### config.mk
export PLATFORM = sky130hd
export DESIGN_NAME = tvrf_result_format
export DESIGN_NICKNAME = d
export VERILOG_FILES = /design/src/logic/tvrf_pkg.sv /design/src/logic/tvrf_averager.sv /design/src/logic/tvrf_result_format.sv
export VERILOG_INCLUDE_DIRS = /design/src /design/src/logic
export SDC_FILE = /design/constraint.sdc
export NUM_CORES = 1
export LEC_CHECK = 0
export ABC_CLOCK_PERIOD_IN_PS = 7600
export BUFFER_PORTS_ARGS = -buffer_cell sky130_fd_sc_hd__buf_2
export CAP_MARGIN = 20
export CORE_MARGIN = 3
export CORE_UTILIZATION = 45
export CTS_BUF_LIST = sky130_fd_sc_hd__clkbuf_8
export CTS_CLUSTER_SIZE = 25
export DETAILED_ROUTE_END_ITERATION = 8
export PLACE_DENSITY = 0.7
export SLEW_MARGIN = 20
export SYNTH_ARGS = -nofsm -noshare
export SYNTH_HDL_FRONTEND = slang
export SYNTH_SLANG_ARGS = --single-unit
### constraint.sdc
create_clock -name ref_clk -period 7.6 [get_ports ref_clk]
set_input_delay 0.76 -clock ref_clk [delete_from_list [all_inputs] [get_ports ref_clk]]
set_output_delay 0.76 -clock ref_clk [all_outputs]
set_load 0.05 [all_outputs]
### src/logic/tvrf_regs.svh
`ifndef TVRF_REGS_SVH
`define TVRF_REGS_SVH
// register offsets
`define TVRF_OFS_REMOTE1_TEMP 8'h25
`define TVRF_OFS_LOCAL_TEMP 8'h26
`define TVRF_OFS_REMOTE2_TEMP 8'h27
`define TVRF_OFS_CHIPSET_SUPPLY 8'h21
`define TVRF_OFS_OWN_SUPPLY 8'h22
`define TVRF_OFS_FAN1_MIN_HIGH 8'h55
`define TVRF_OFS_CONFIG2 8'h73
`define TVRF_OFS_FRACTION 8'h77
`define TVRF_OFS_CONFIG5 8'h7C
// field positions
`define TVRF_CHSEL_MSB 7
`define TVRF_CHSEL_LSB 5
`define TVRF_CFG2_AVG_OFF_BIT 4
`define TVRF_CFG2_SINGLE_BIT 6
`define TVRF_CFG5_TWOS_BIT 1
`define TVRF_FRAC_R2_MSB 7
`define TVRF_FRAC_LOC_MSB 5
`define TVRF_FRAC_R1_MSB 3
// reset values
`define TVRF_RST_BYTE 8'h00
`define TVRF_RST_FAN1_MIN_HIGH 8'hFF
// codes and counts
`define TVRF_AVG_COUNT 16
`define TVRF_AVG_SHIFT 4
`define TVRF_CODE_MAX 10'h3FF
`define TVRF_CODE_NOMINAL 10'h300
`define TVRF_FAULT_TWOS 8'h80
`define TVRF_FAULT_EXT 8'h00
`define TVRF_EXT_OFFSET 10'h100
`define TVRF_TWOS_MIN 10'h304
`define TVRF_TWOS_MAX 10'h1FC
`define TVRF_SIGN_FLIP 10'h200
`endif

### src/logic/tvrf_pkg.sv
package tvrf_pkg;
   typedef enum logic [2:0] {
      TVRF_CH_NONE = 3'h0,
      TVRF_CH_CHIPSET = 3'h1,
      TVRF_CH_OWN = 3'h2,
      TVRF_CH_REMOTE1 = 3'h5,
      TVRF_CH_LOCAL = 3'h6,
      TVRF_CH_REMOTE2 = 3'h7
   } tvrf_chan_t;

   typedef enum logic [2:0] {
      TVRF_EX_IDLE = 3'h0,
      TVRF_EX_BASE_A = 3'h1,
      TVRF_EX_MULT1 = 3'h3,
      TVRF_EX_BASE_B = 3'h2,
      TVRF_EX_MULT2 = 3'h6
   } tvrf_exc_t;

   typedef struct packed {
      logic valid;
      logic fault;
      logic [9:0] code;
   } tvrf_sample_t;

   typedef struct packed {
      logic [7:0] main;
      logic [1:0] frac;
   } tvrf_result_t;
endpackage : tvrf_pkg

### src/logic/tvrf_averager.sv
`timescale 1ns/1ns
`include "tvrf_regs.svh"
// accumulates samples and emits their mean every COUNT samples
module tvrf_averager #(
   parameter int COUNT = `TVRF_AVG_COUNT,
   parameter int SHIFT = `TVRF_AVG_SHIFT
) (
   input wire logic ref_clk,
   input wire logic resetn,
   input wire logic clear,
   input wire logic bypass,
   input wire logic sample_valid,
   input wire logic [9:0] sample_code,
   input wire logic sample_fault,
   output logic mean_valid,
   output logic [9:0] mean_code,
   output logic mean_fault
);
   logic [13:0] acc_q;
   logic [4:0] cnt_q;
   logic fault_q;
   logic [13:0] sum;
   logic last;

   assign sum = acc_q + {4'h0, sample_code};
   assign last = bypass || (cnt_q == 5'(COUNT - 1));

   always_ff @(posedge ref_clk) begin
      if (!resetn || clear) begin
         acc_q <= 14'h0000;
         cnt_q <= 5'h00;
         fault_q <= 1'b0;
      end else if (sample_valid) begin
         if (last) begin
            acc_q <= 14'h0000;
            cnt_q <= 5'h00;
            fault_q <= 1'b0;
         end else begin
            acc_q <= sum;
            cnt_q <= cnt_q + 5'h01;
            fault_q <= fault_q | sample_fault;
         end
      end
   end

   always_ff @(posedge ref_clk) begin
      if (!resetn) begin
         mean_valid <= 1'b0;
         mean_code <= 10'h000;
         mean_fault <= 1'b0;
      end else begin
         mean_valid <= sample_valid && last && !clear;
         if (sample_valid && last) begin
            mean_code <= bypass ? sample_code : 10'(sum >> SHIFT);
            mean_fault <= fault_q | sample_fault;
         end
      end
   end
endmodule : tvrf_averager

### src/logic/tvrf_result_format.sv
`timescale 1ns/1ns
`include "tvrf_regs.svh"
// What this block does
// [RULE1] single mode channel from fan1 register bits 7:5
// [RULE2] select codes 1,2,5,6,7 map to channels
// [RULE3] voltage codes unsigned, saturate 0 and 1023
// [RULE4] nominal supply input gives code 768
// [RULE5] local result upper byte at 0x26
// [RULE6] results in offset-64 or two's complement
// [RULE7] config5 bit1 picks clamped two's complement
// [RULE8] range -63..127 or -63..191, quarter degree; the extended byte here tops out at 0xBF (127 degrees)
// [RULE9] two's complement fault reads 1000 0000
// [RULE10] extended fault reads 0000 0000
// [RULE11] extended byte is degrees plus 64
// [RULE12] two's byte is signed whole degrees
// [RULE13] two fraction bits go to 0x77
// [RULE14] fractions at 7:6 remote2, 5:4 local, 3:2 remote1
// [RULE15] remote results held as 10-bit values
// [RULE16] each result averages 16 measurement cycles
// [RULE17] excite base/mult1 then base/mult2, combine
// [RULE18] byte and fraction from same average
// [RULE19] single mode converts selected channel only
module tvrf_result_format (
   input wire logic ref_clk,
   input wire logic resetn,
   // register port
   input wire logic reg_wr,
   input wire logic [7:0] reg_addr,
   input wire logic [7:0] reg_wdata,
   output logic [7:0] reg_rdata,
   // analog front end
   output tvrf_pkg::tvrf_chan_t afe_chan,
   output tvrf_pkg::tvrf_exc_t afe_excite,
   output logic afe_start,
   input wire logic afe_done,
   input wire logic [9:0] afe_code,
   input wire logic afe_fault,
   // voltage saturation flags
   input wire logic afe_under,
   input wire logic afe_over
);
   logic [7:0] fan1_q, cfg2_q, cfg5_q;
   logic [9:0] chip_q, own_q;
   tvrf_pkg::tvrf_result_t loc_q, r1_q, r2_q;
   tvrf_pkg::tvrf_chan_t chan_q, chan_d, chan_nx;
   tvrf_pkg::tvrf_exc_t exc_q;
   logic busy_q, start_q, done_s1_q, done_q, done_p_q;
   logic [9:0] code_q;
   logic fault_q, under_q, over_q;
   logic [9:0] d1_q;
   logic [10:0] sum_code;
   logic [9:0] conv_code;
   logic mean_valid, mean_fault;
   logic [9:0] mean_code;
   logic is_temp, single_mode, sel_legal;
   tvrf_pkg::tvrf_chan_t sel_chan;
   tvrf_pkg::tvrf_result_t fmt;
   logic [9:0] ext_code, avg_in, t_mean;

   // ------------------------------------------------------------
   // register writes
   // ------------------------------------------------------------
   always_ff @(posedge ref_clk) begin
      if (!resetn) begin
         fan1_q <= `TVRF_RST_FAN1_MIN_HIGH;
         cfg2_q <= `TVRF_RST_BYTE;
         cfg5_q <= `TVRF_RST_BYTE;
      end else if (reg_wr) begin
         if (reg_addr == `TVRF_OFS_FAN1_MIN_HIGH) fan1_q <= reg_wdata;
         if (reg_addr == `TVRF_OFS_CONFIG2) cfg2_q <= reg_wdata;
         if (reg_addr == `TVRF_OFS_CONFIG5) cfg5_q <= reg_wdata;
      end
   end

   assign single_mode = cfg2_q[`TVRF_CFG2_SINGLE_BIT];
   assign sel_chan = tvrf_pkg::tvrf_chan_t'(fan1_q[`TVRF_CHSEL_MSB:`TVRF_CHSEL_LSB]); // RULE1
   // RULE2
   assign sel_legal = (sel_chan == tvrf_pkg::TVRF_CH_CHIPSET) ||
      (sel_chan == tvrf_pkg::TVRF_CH_OWN) || (sel_chan == tvrf_pkg::TVRF_CH_REMOTE1) ||
      (sel_chan == tvrf_pkg::TVRF_CH_LOCAL) || (sel_chan == tvrf_pkg::TVRF_CH_REMOTE2);

   // ------------------------------------------------------------
   // channel round robin
   // ------------------------------------------------------------
   always_comb begin
      chan_d = tvrf_pkg::TVRF_CH_CHIPSET;
      if (single_mode && sel_legal) begin
         chan_d = sel_chan; // RULE19
      end else begin
         unique case (chan_q)
            tvrf_pkg::TVRF_CH_CHIPSET: chan_d = tvrf_pkg::TVRF_CH_OWN;
            tvrf_pkg::TVRF_CH_OWN: chan_d = tvrf_pkg::TVRF_CH_REMOTE1;
            tvrf_pkg::TVRF_CH_REMOTE1: chan_d = tvrf_pkg::TVRF_CH_LOCAL;
            tvrf_pkg::TVRF_CH_LOCAL: chan_d = tvrf_pkg::TVRF_CH_REMOTE2;
            default: chan_d = tvrf_pkg::TVRF_CH_CHIPSET;
         endcase
      end
   end

   assign is_temp = chan_q[2];
   // a finished average moves the sequencer on to the next channel
   assign chan_nx = mean_valid ? chan_d : chan_q;

   // ------------------------------------------------------------
   // front end inputs, two-stage synchronised done
   // ------------------------------------------------------------
   always_ff @(posedge ref_clk) begin
      if (!resetn) begin
         done_s1_q <= 1'b0;
         done_q <= 1'b0;
         done_p_q <= 1'b0;
      end else begin
         done_s1_q <= afe_done;
         done_q <= done_s1_q;
         done_p_q <= done_q;
      end
   end

   // data is stable while done is high; sampled after synchroniser
   always_ff @(posedge ref_clk) begin
      if (!resetn) begin
         code_q <= 10'h000;
         fault_q <= 1'b0;
         under_q <= 1'b0;
         over_q <= 1'b0;
      end else if (done_q && !done_p_q) begin
         code_q <= afe_code;
         fault_q <= afe_fault;
         under_q <= afe_under;
         over_q <= afe_over;
      end
   end

   // ------------------------------------------------------------
   // excitation sequencer
   // ------------------------------------------------------------
   logic step_done;
   assign step_done = busy_q && done_p_q && !done_q;

   always_ff @(posedge ref_clk) begin
      if (!resetn) begin
         exc_q <= tvrf_pkg::TVRF_EX_IDLE;
         chan_q <= tvrf_pkg::TVRF_CH_CHIPSET;
         busy_q <= 1'b0;
         start_q <= 1'b0;
         d1_q <= 10'h000;
      end else begin
         start_q <= 1'b0;
         if (!busy_q) begin
            busy_q <= 1'b1;
            start_q <= 1'b1;
            chan_q <= chan_nx; // RULE19
            exc_q <= chan_nx[2] && chan_nx != tvrf_pkg::TVRF_CH_LOCAL ?
               tvrf_pkg::TVRF_EX_BASE_A : tvrf_pkg::TVRF_EX_IDLE;
         end else if (step_done) begin
            unique case (exc_q)
               tvrf_pkg::TVRF_EX_BASE_A: begin
                  exc_q <= tvrf_pkg::TVRF_EX_MULT1; // RULE17
                  start_q <= 1'b1;
               end
               tvrf_pkg::TVRF_EX_MULT1: begin
                  d1_q <= code_q;
                  exc_q <= tvrf_pkg::TVRF_EX_BASE_B; // RULE17
                  start_q <= 1'b1;
               end
               tvrf_pkg::TVRF_EX_BASE_B: begin
                  exc_q <= tvrf_pkg::TVRF_EX_MULT2; // RULE17
                  start_q <= 1'b1;
               end
               default: begin
                  exc_q <= tvrf_pkg::TVRF_EX_IDLE;
                  busy_q <= 1'b0;
               end
            endcase
         end
      end
   end

   // combine both differences as their signed mean, no wrap near zero degrees
   assign sum_code = {d1_q[9], d1_q} + {code_q[9], code_q}; // RULE17
   always_comb begin
      conv_code = code_q;
      if (exc_q == tvrf_pkg::TVRF_EX_MULT2) conv_code = sum_code[10:1];
      if (!is_temp && under_q) conv_code = 10'h000; // RULE3
      if (!is_temp && over_q) conv_code = `TVRF_CODE_MAX; // RULE3
   end

   assign afe_start = start_q;
   assign afe_chan = chan_q;
   assign afe_excite = exc_q;

   // ------------------------------------------------------------
   // averaging
   // ------------------------------------------------------------
   logic conv_end;
   assign conv_end = step_done && (exc_q == tvrf_pkg::TVRF_EX_IDLE ||
      exc_q == tvrf_pkg::TVRF_EX_MULT2);
   // temperatures are offset to unsigned so the sum does not wrap at zero
   assign avg_in = is_temp ? conv_code ^ `TVRF_SIGN_FLIP : conv_code;
   assign t_mean = mean_code ^ `TVRF_SIGN_FLIP;

   tvrf_averager #(
      .COUNT(`TVRF_AVG_COUNT),
      .SHIFT(`TVRF_AVG_SHIFT)
   ) u_avg (
      .ref_clk(ref_clk),
      .resetn(resetn),
      .clear(1'b0),
      .bypass(cfg2_q[`TVRF_CFG2_AVG_OFF_BIT]),
      .sample_valid(conv_end), // RULE16
      .sample_code(avg_in),
      .sample_fault(fault_q && is_temp),
      .mean_valid(mean_valid),
      .mean_code(mean_code),
      .mean_fault(mean_fault)
   );

   // result channel latches the converting channel at every conversion end
   tvrf_pkg::tvrf_chan_t res_chan_q;
   always_ff @(posedge ref_clk) begin
      if (!resetn) begin
         res_chan_q <= tvrf_pkg::TVRF_CH_CHIPSET;
      end else if (conv_end) begin
         res_chan_q <= chan_q;
      end
   end

   // ------------------------------------------------------------
   // temperature formatting
   // ------------------------------------------------------------
   always_comb begin
      ext_code = t_mean + `TVRF_EXT_OFFSET; // RULE11
      fmt.main = ext_code[9:2];
      fmt.frac = ext_code[1:0]; // RULE15
      if (cfg5_q[`TVRF_CFG5_TWOS_BIT]) begin // RULE7
         fmt.main = t_mean[9:2]; // RULE12
         fmt.frac = t_mean[1:0];
         if (!t_mean[9] && t_mean > `TVRF_TWOS_MAX) begin
            fmt.main = 8'h7F; // RULE8
            fmt.frac = 2'b00;
         end
         if (t_mean[9] && t_mean < `TVRF_TWOS_MIN) begin
            fmt.main = 8'hC1; // RULE8
            fmt.frac = 2'b00;
         end
      end else if (t_mean[9] && t_mean < `TVRF_TWOS_MIN) begin
         fmt.main = 8'h01; // RULE8
         fmt.frac = 2'b00;
      end
      if (mean_fault) begin
         fmt.main = cfg5_q[`TVRF_CFG5_TWOS_BIT] ? `TVRF_FAULT_TWOS : `TVRF_FAULT_EXT; // RULE9 RULE10
         fmt.frac = 2'b00;
      end
   end

   // only the averaged channel updates, byte and fraction together
   always_ff @(posedge ref_clk) begin
      if (!resetn) begin
         chip_q <= 10'h000;
         own_q <= 10'h000;
         loc_q <= '0;
         r1_q <= '0;
         r2_q <= '0;
      end else if (mean_valid) begin
         unique case (res_chan_q)
            tvrf_pkg::TVRF_CH_CHIPSET: chip_q <= mean_code; // RULE4
            tvrf_pkg::TVRF_CH_OWN: own_q <= mean_code; // RULE4
            tvrf_pkg::TVRF_CH_REMOTE1: r1_q <= fmt; // RULE6 RULE18 RULE19
            tvrf_pkg::TVRF_CH_LOCAL: loc_q <= fmt; // RULE5 RULE6 RULE18
            tvrf_pkg::TVRF_CH_REMOTE2: r2_q <= fmt; // RULE6 RULE18
            default: chip_q <= chip_q;
         endcase
      end
   end

   // ------------------------------------------------------------
   // register reads
   // ------------------------------------------------------------
   always_comb begin
      unique case (reg_addr)
         `TVRF_OFS_CHIPSET_SUPPLY: reg_rdata = chip_q[9:2];
         `TVRF_OFS_OWN_SUPPLY: reg_rdata = own_q[9:2];
         `TVRF_OFS_REMOTE1_TEMP: reg_rdata = r1_q.main;
         `TVRF_OFS_LOCAL_TEMP: reg_rdata = loc_q.main; // RULE5
         `TVRF_OFS_REMOTE2_TEMP: reg_rdata = r2_q.main;
         `TVRF_OFS_FAN1_MIN_HIGH: reg_rdata = fan1_q;
         `TVRF_OFS_CONFIG2: reg_rdata = cfg2_q;
         `TVRF_OFS_CONFIG5: reg_rdata = cfg5_q;
         `TVRF_OFS_FRACTION: reg_rdata = {r2_q.frac, loc_q.frac, r1_q.frac, 2'b00}; // RULE13 RULE14
         default: reg_rdata = 8'h00;
      endcase
   end
endmodule : tvrf_result_format

==> flow_metrics.env <==
export IMPL_worst_pin_slew_ps=968
export IMPL_min_path_cells=1
export IMPL_vias=6508
export IMPL_grt_overflow=0
export IMPL_rr_startpoint="code_q[1]"
export IMPL_cts_hold_buf=0
export IMPL_die_w_um=134
export IMPL_diodes=0
export IMPL_power_density_nw_per_um2=186
export IMPL_clkSinkCount=139
export IMPL_syn_nets=963
export IMPL_antenna_found_initial=0
export IMPL_dp_cells=1125
export IMPL_syn_inst=906
export IMPL_finalPower_w=0.00152
export IMPL_drv_cap=0
export IMPL_rsz0062_at_grt="no"
export IMPL_h_tree_depth=4
export IMPL_finalCritPeriodShare_pct=51.1
export IMPL_setup_tns_ps=0
export IMPL_rows=46
export IMPL_max_freq_mhz=257
export IMPL_post_cts_repair_setup_buffers=0
export IMPL_reg2reg_depth=14
export IMPL_gp_congestion=0.916
export IMPL_fin_cells=1157
export IMPL_initial_core_util_pct=46.3
export IMPL_drv_slew=0
export IMPL_arrival_ps=4220
export IMPL_synth_top_flop_cell="dfxtp_1"
export IMPL_hpwlAfterDp_um=13200
export IMPL_setup_worst_path_end_class="register"
export IMPL_async_reset_ff_share_pct=0
export IMPL_wire_per_inst_um=16.2
export IMPL_hold_viol_final=0
export IMPL_vias_per_cell=5.62
export IMPL_ioPinCount=48
export IMPL_die_h_um=134
export IMPL_synth_edf_count=0
export IMPL_grt_max_degree=90
export IMPL_ctsResizeCount=0
export IMPL_cp_start_kind="register"
export IMPL_final_core_util_pct=51.3
export IMPL_insertion_delay_ps=460
export IMPL_clockRootBuffer="clkbuf_8"
export IMPL_max_vdd_ir_drop_mv=0.180
export IMPL_required_ps=7940
export IMPL_place_area_um2=7720
export IMPL_dieArea_um2=18000
export IMPL_clock_skew_ps=12.8
export IMPL_dr_pass1_iters=5
export IMPL_hold_path_class="register to register"
export IMPL_outcome="complete, no violations"
export IMPL_route_detailed_drc=0
export IMPL_cp_max_fo=5
export IMPL_cts_tree="yes"
export IMPL_hold_start="done_s1_q"
export IMPL_r2r_end="u_avg.mean_code[7]"
export IMPL_ys_ff_latch=139
export IMPL_detail_route_antenna_nets=0
export IMPL_min_to="done_q"
export IMPL_clk_pin_slew_ps=80
export IMPL_fin_area_um2=8190
export IMPL_final_fill_count=1586
export IMPL_grt_pass1_vias=6012
export IMPL_final_nets=985
export IMPL_syn_avg_cell_area_um2=8.14
export IMPL_ctsLongestPathBuffers=2
export IMPL_area_growth_syn_to_layout_pct=11.0
export IMPL_setup_violations=0
export IMPL_r2r_slack_ps=3720
export IMPL_syn_cell_area_um2=7380
export IMPL_track_usage_pct=20.8
export IMPL_placeableCoreArea_um2=15900
export IMPL_grt_first_pass_wirelength_um=30300
export IMPL_p_leak_nw=3.17
export IMPL_drt_wl_total_um=18800
export IMPL_period_minus_slack_ps=3880
export IMPL_drive_gt1_share_pct=10.6
export IMPL_drt_initial_drc_count=567
export IMPL_synth_cell_type_count=72
export IMPL_slew_limit_headroom_pct=35.1
export IMPL_path_class="register to register"
export IMPL_yosysWarningCount=0
export IMPL_cts_buffers=17
export IMPL_port_buffers=47
export IMPL_seq_area_frac_synth_pct=37.7
-- placed cells by master (no fill, tap or decap), types with 39 or more instances in the layout --
cell type | netlist | layout
mux2i_1 | 39 | 39
o21ai_0 | 51 | 51
a21boi_0 | 52 | 52
buf_2 | 11 | 47
nor2_1 | 41 | 41
nor2b_1 | 41 | 41
dfxtp_1 | 139 | 139
nand2_1 | 160 | 160
nand3_1 | 42 | 42
a21oi_1 | 42 | 42
-- metrics by stage --
stage | setup slack, ps | hold WS [ps]
floorplan | 3930 | 412
global placement | 3870 | 427
detailed placement | 3790 | 429
CTS | 3720 | 449
global route | 3310 | 481
finish | 3720 | 449
-- power breakdown --
group | leakage [nW] | internal [W] | switching [W]
Combinational | 1.81 | 0.0000319 | 0.0000540
Clock | 0.233 | 0.000405 | 0.000290
Sequential | 1.12 | 0.000733 | 0.00000748
Total | 3.17 | 0.00117 | 0.000351
-- worst max-delay path, cell delays in order, from the launching register on --
cell and delay [ps]:
dfxtp_1 410, inv_1 90, fa_1 430, nor2b_1 270, o31ai_1 130, a311oi_1 290, xnor2_1 100, o21ai_0 250
ha_1 350, a21o_1 200, or3_1 300, a31o_2 250, nand3_1 110, mux2_2 340, a221o_1 250
-- synthesized netlist by cell type, drive strengths merged (6+ instances only) --
library cell,instances,area share (%)
nand4,12,1.0
a21o,10,1.0
xnor2,8,0.95
nor2b,41,3.5
inv,18,0.92
ha,22,3.7
nor2,41,2.1
mux2i,39,5.3
xor2,8,0.95
nand2,160,8.1
or3,6,0.51
o21ai,53,3.6
a22oi,14,1.4
a21oi,43,3.0
clkbuf,35,1.8
and2,35,3.0
nand3,43,3.0
a21boi,53,5.4
nor3,15,1.2
and3,7,0.59
dfxtp,139,38
a31oi,10,0.85
buf,12,0.80
-- cell families (layout without fill, tap and decap cells) --
kind of cell	after synthesis	after routing	share of synthesized area [%]
simple gates	388	388	25.9
compound gates	231	231	20.8
flops	139	139	37.7
buf+inv	65	100	3.49
mux	43	43	5.95
fa+ha+maj	24	24	4.27
xor+xnor	16	16	1.90
-- final cells by class --
| class | count | area [µm²] | share of cell area [%] |
|---|---|---|---|
| Inverter | 18 | 67.6 | 0.825 |
| Tap cell | 216 | 270 | 3.30 |
| Multi-Input combinational cell | 702 | 4350 | 53.1 |
| Clock inverter | 13 | 198 | 2.41 |
| Timing Repair Buffer | 50 | 258 | 3.15 |
| Clock buffer | 19 | 262 | 3.19 |
| Sequential cell | 139 | 2780 | 34.0 |
-- layer usage --
metal  GRT usage [%]  wire length, µm
met1            27.3             8470
met2            34.6             8960
met3            3.90              935
met4            7.41              386
met5               0                0
-- flip-flops by register name, summed over array words and instances, names as in the netlist, 3 cells and up --
| register | flops |
|---|---|
| loc_q | 10 |
| own_q | 8 |
| cfg2_q | 8 |
| fan1_q | 8 |
| d1_q | 10 |
| code_q | 10 |
| cfg5_q | 8 |
| afe_chan | 3 |
| r1_q | 10 |
| chip_q | 8 |
| u_avg.mean_code | 10 |
| u_avg.cnt_q | 5 |
| afe_excite | 3 |
| u_avg.acc_q | 14 |
| r2_q | 10 |
| res_chan_q | 3 |
-- how the worst max path moves through the flow --
stage	startpoint	to	slack (ps)
detailed placement	code_q[1]	u_avg.mean_code[7]	3790
CTS	code_q[1]	u_avg.mean_code[7]	3720
global placement	code_q[1]	u_avg.mean_code[6]	3870
finish	code_q[1]	u_avg.mean_code[7]	3720
floorplan	afe_excite[0]	u_avg.mean_code[8]	3930
global route	afe_excite[2]	u_avg.mean_code[8]	3310
Power figures use the tool's default switching activity.
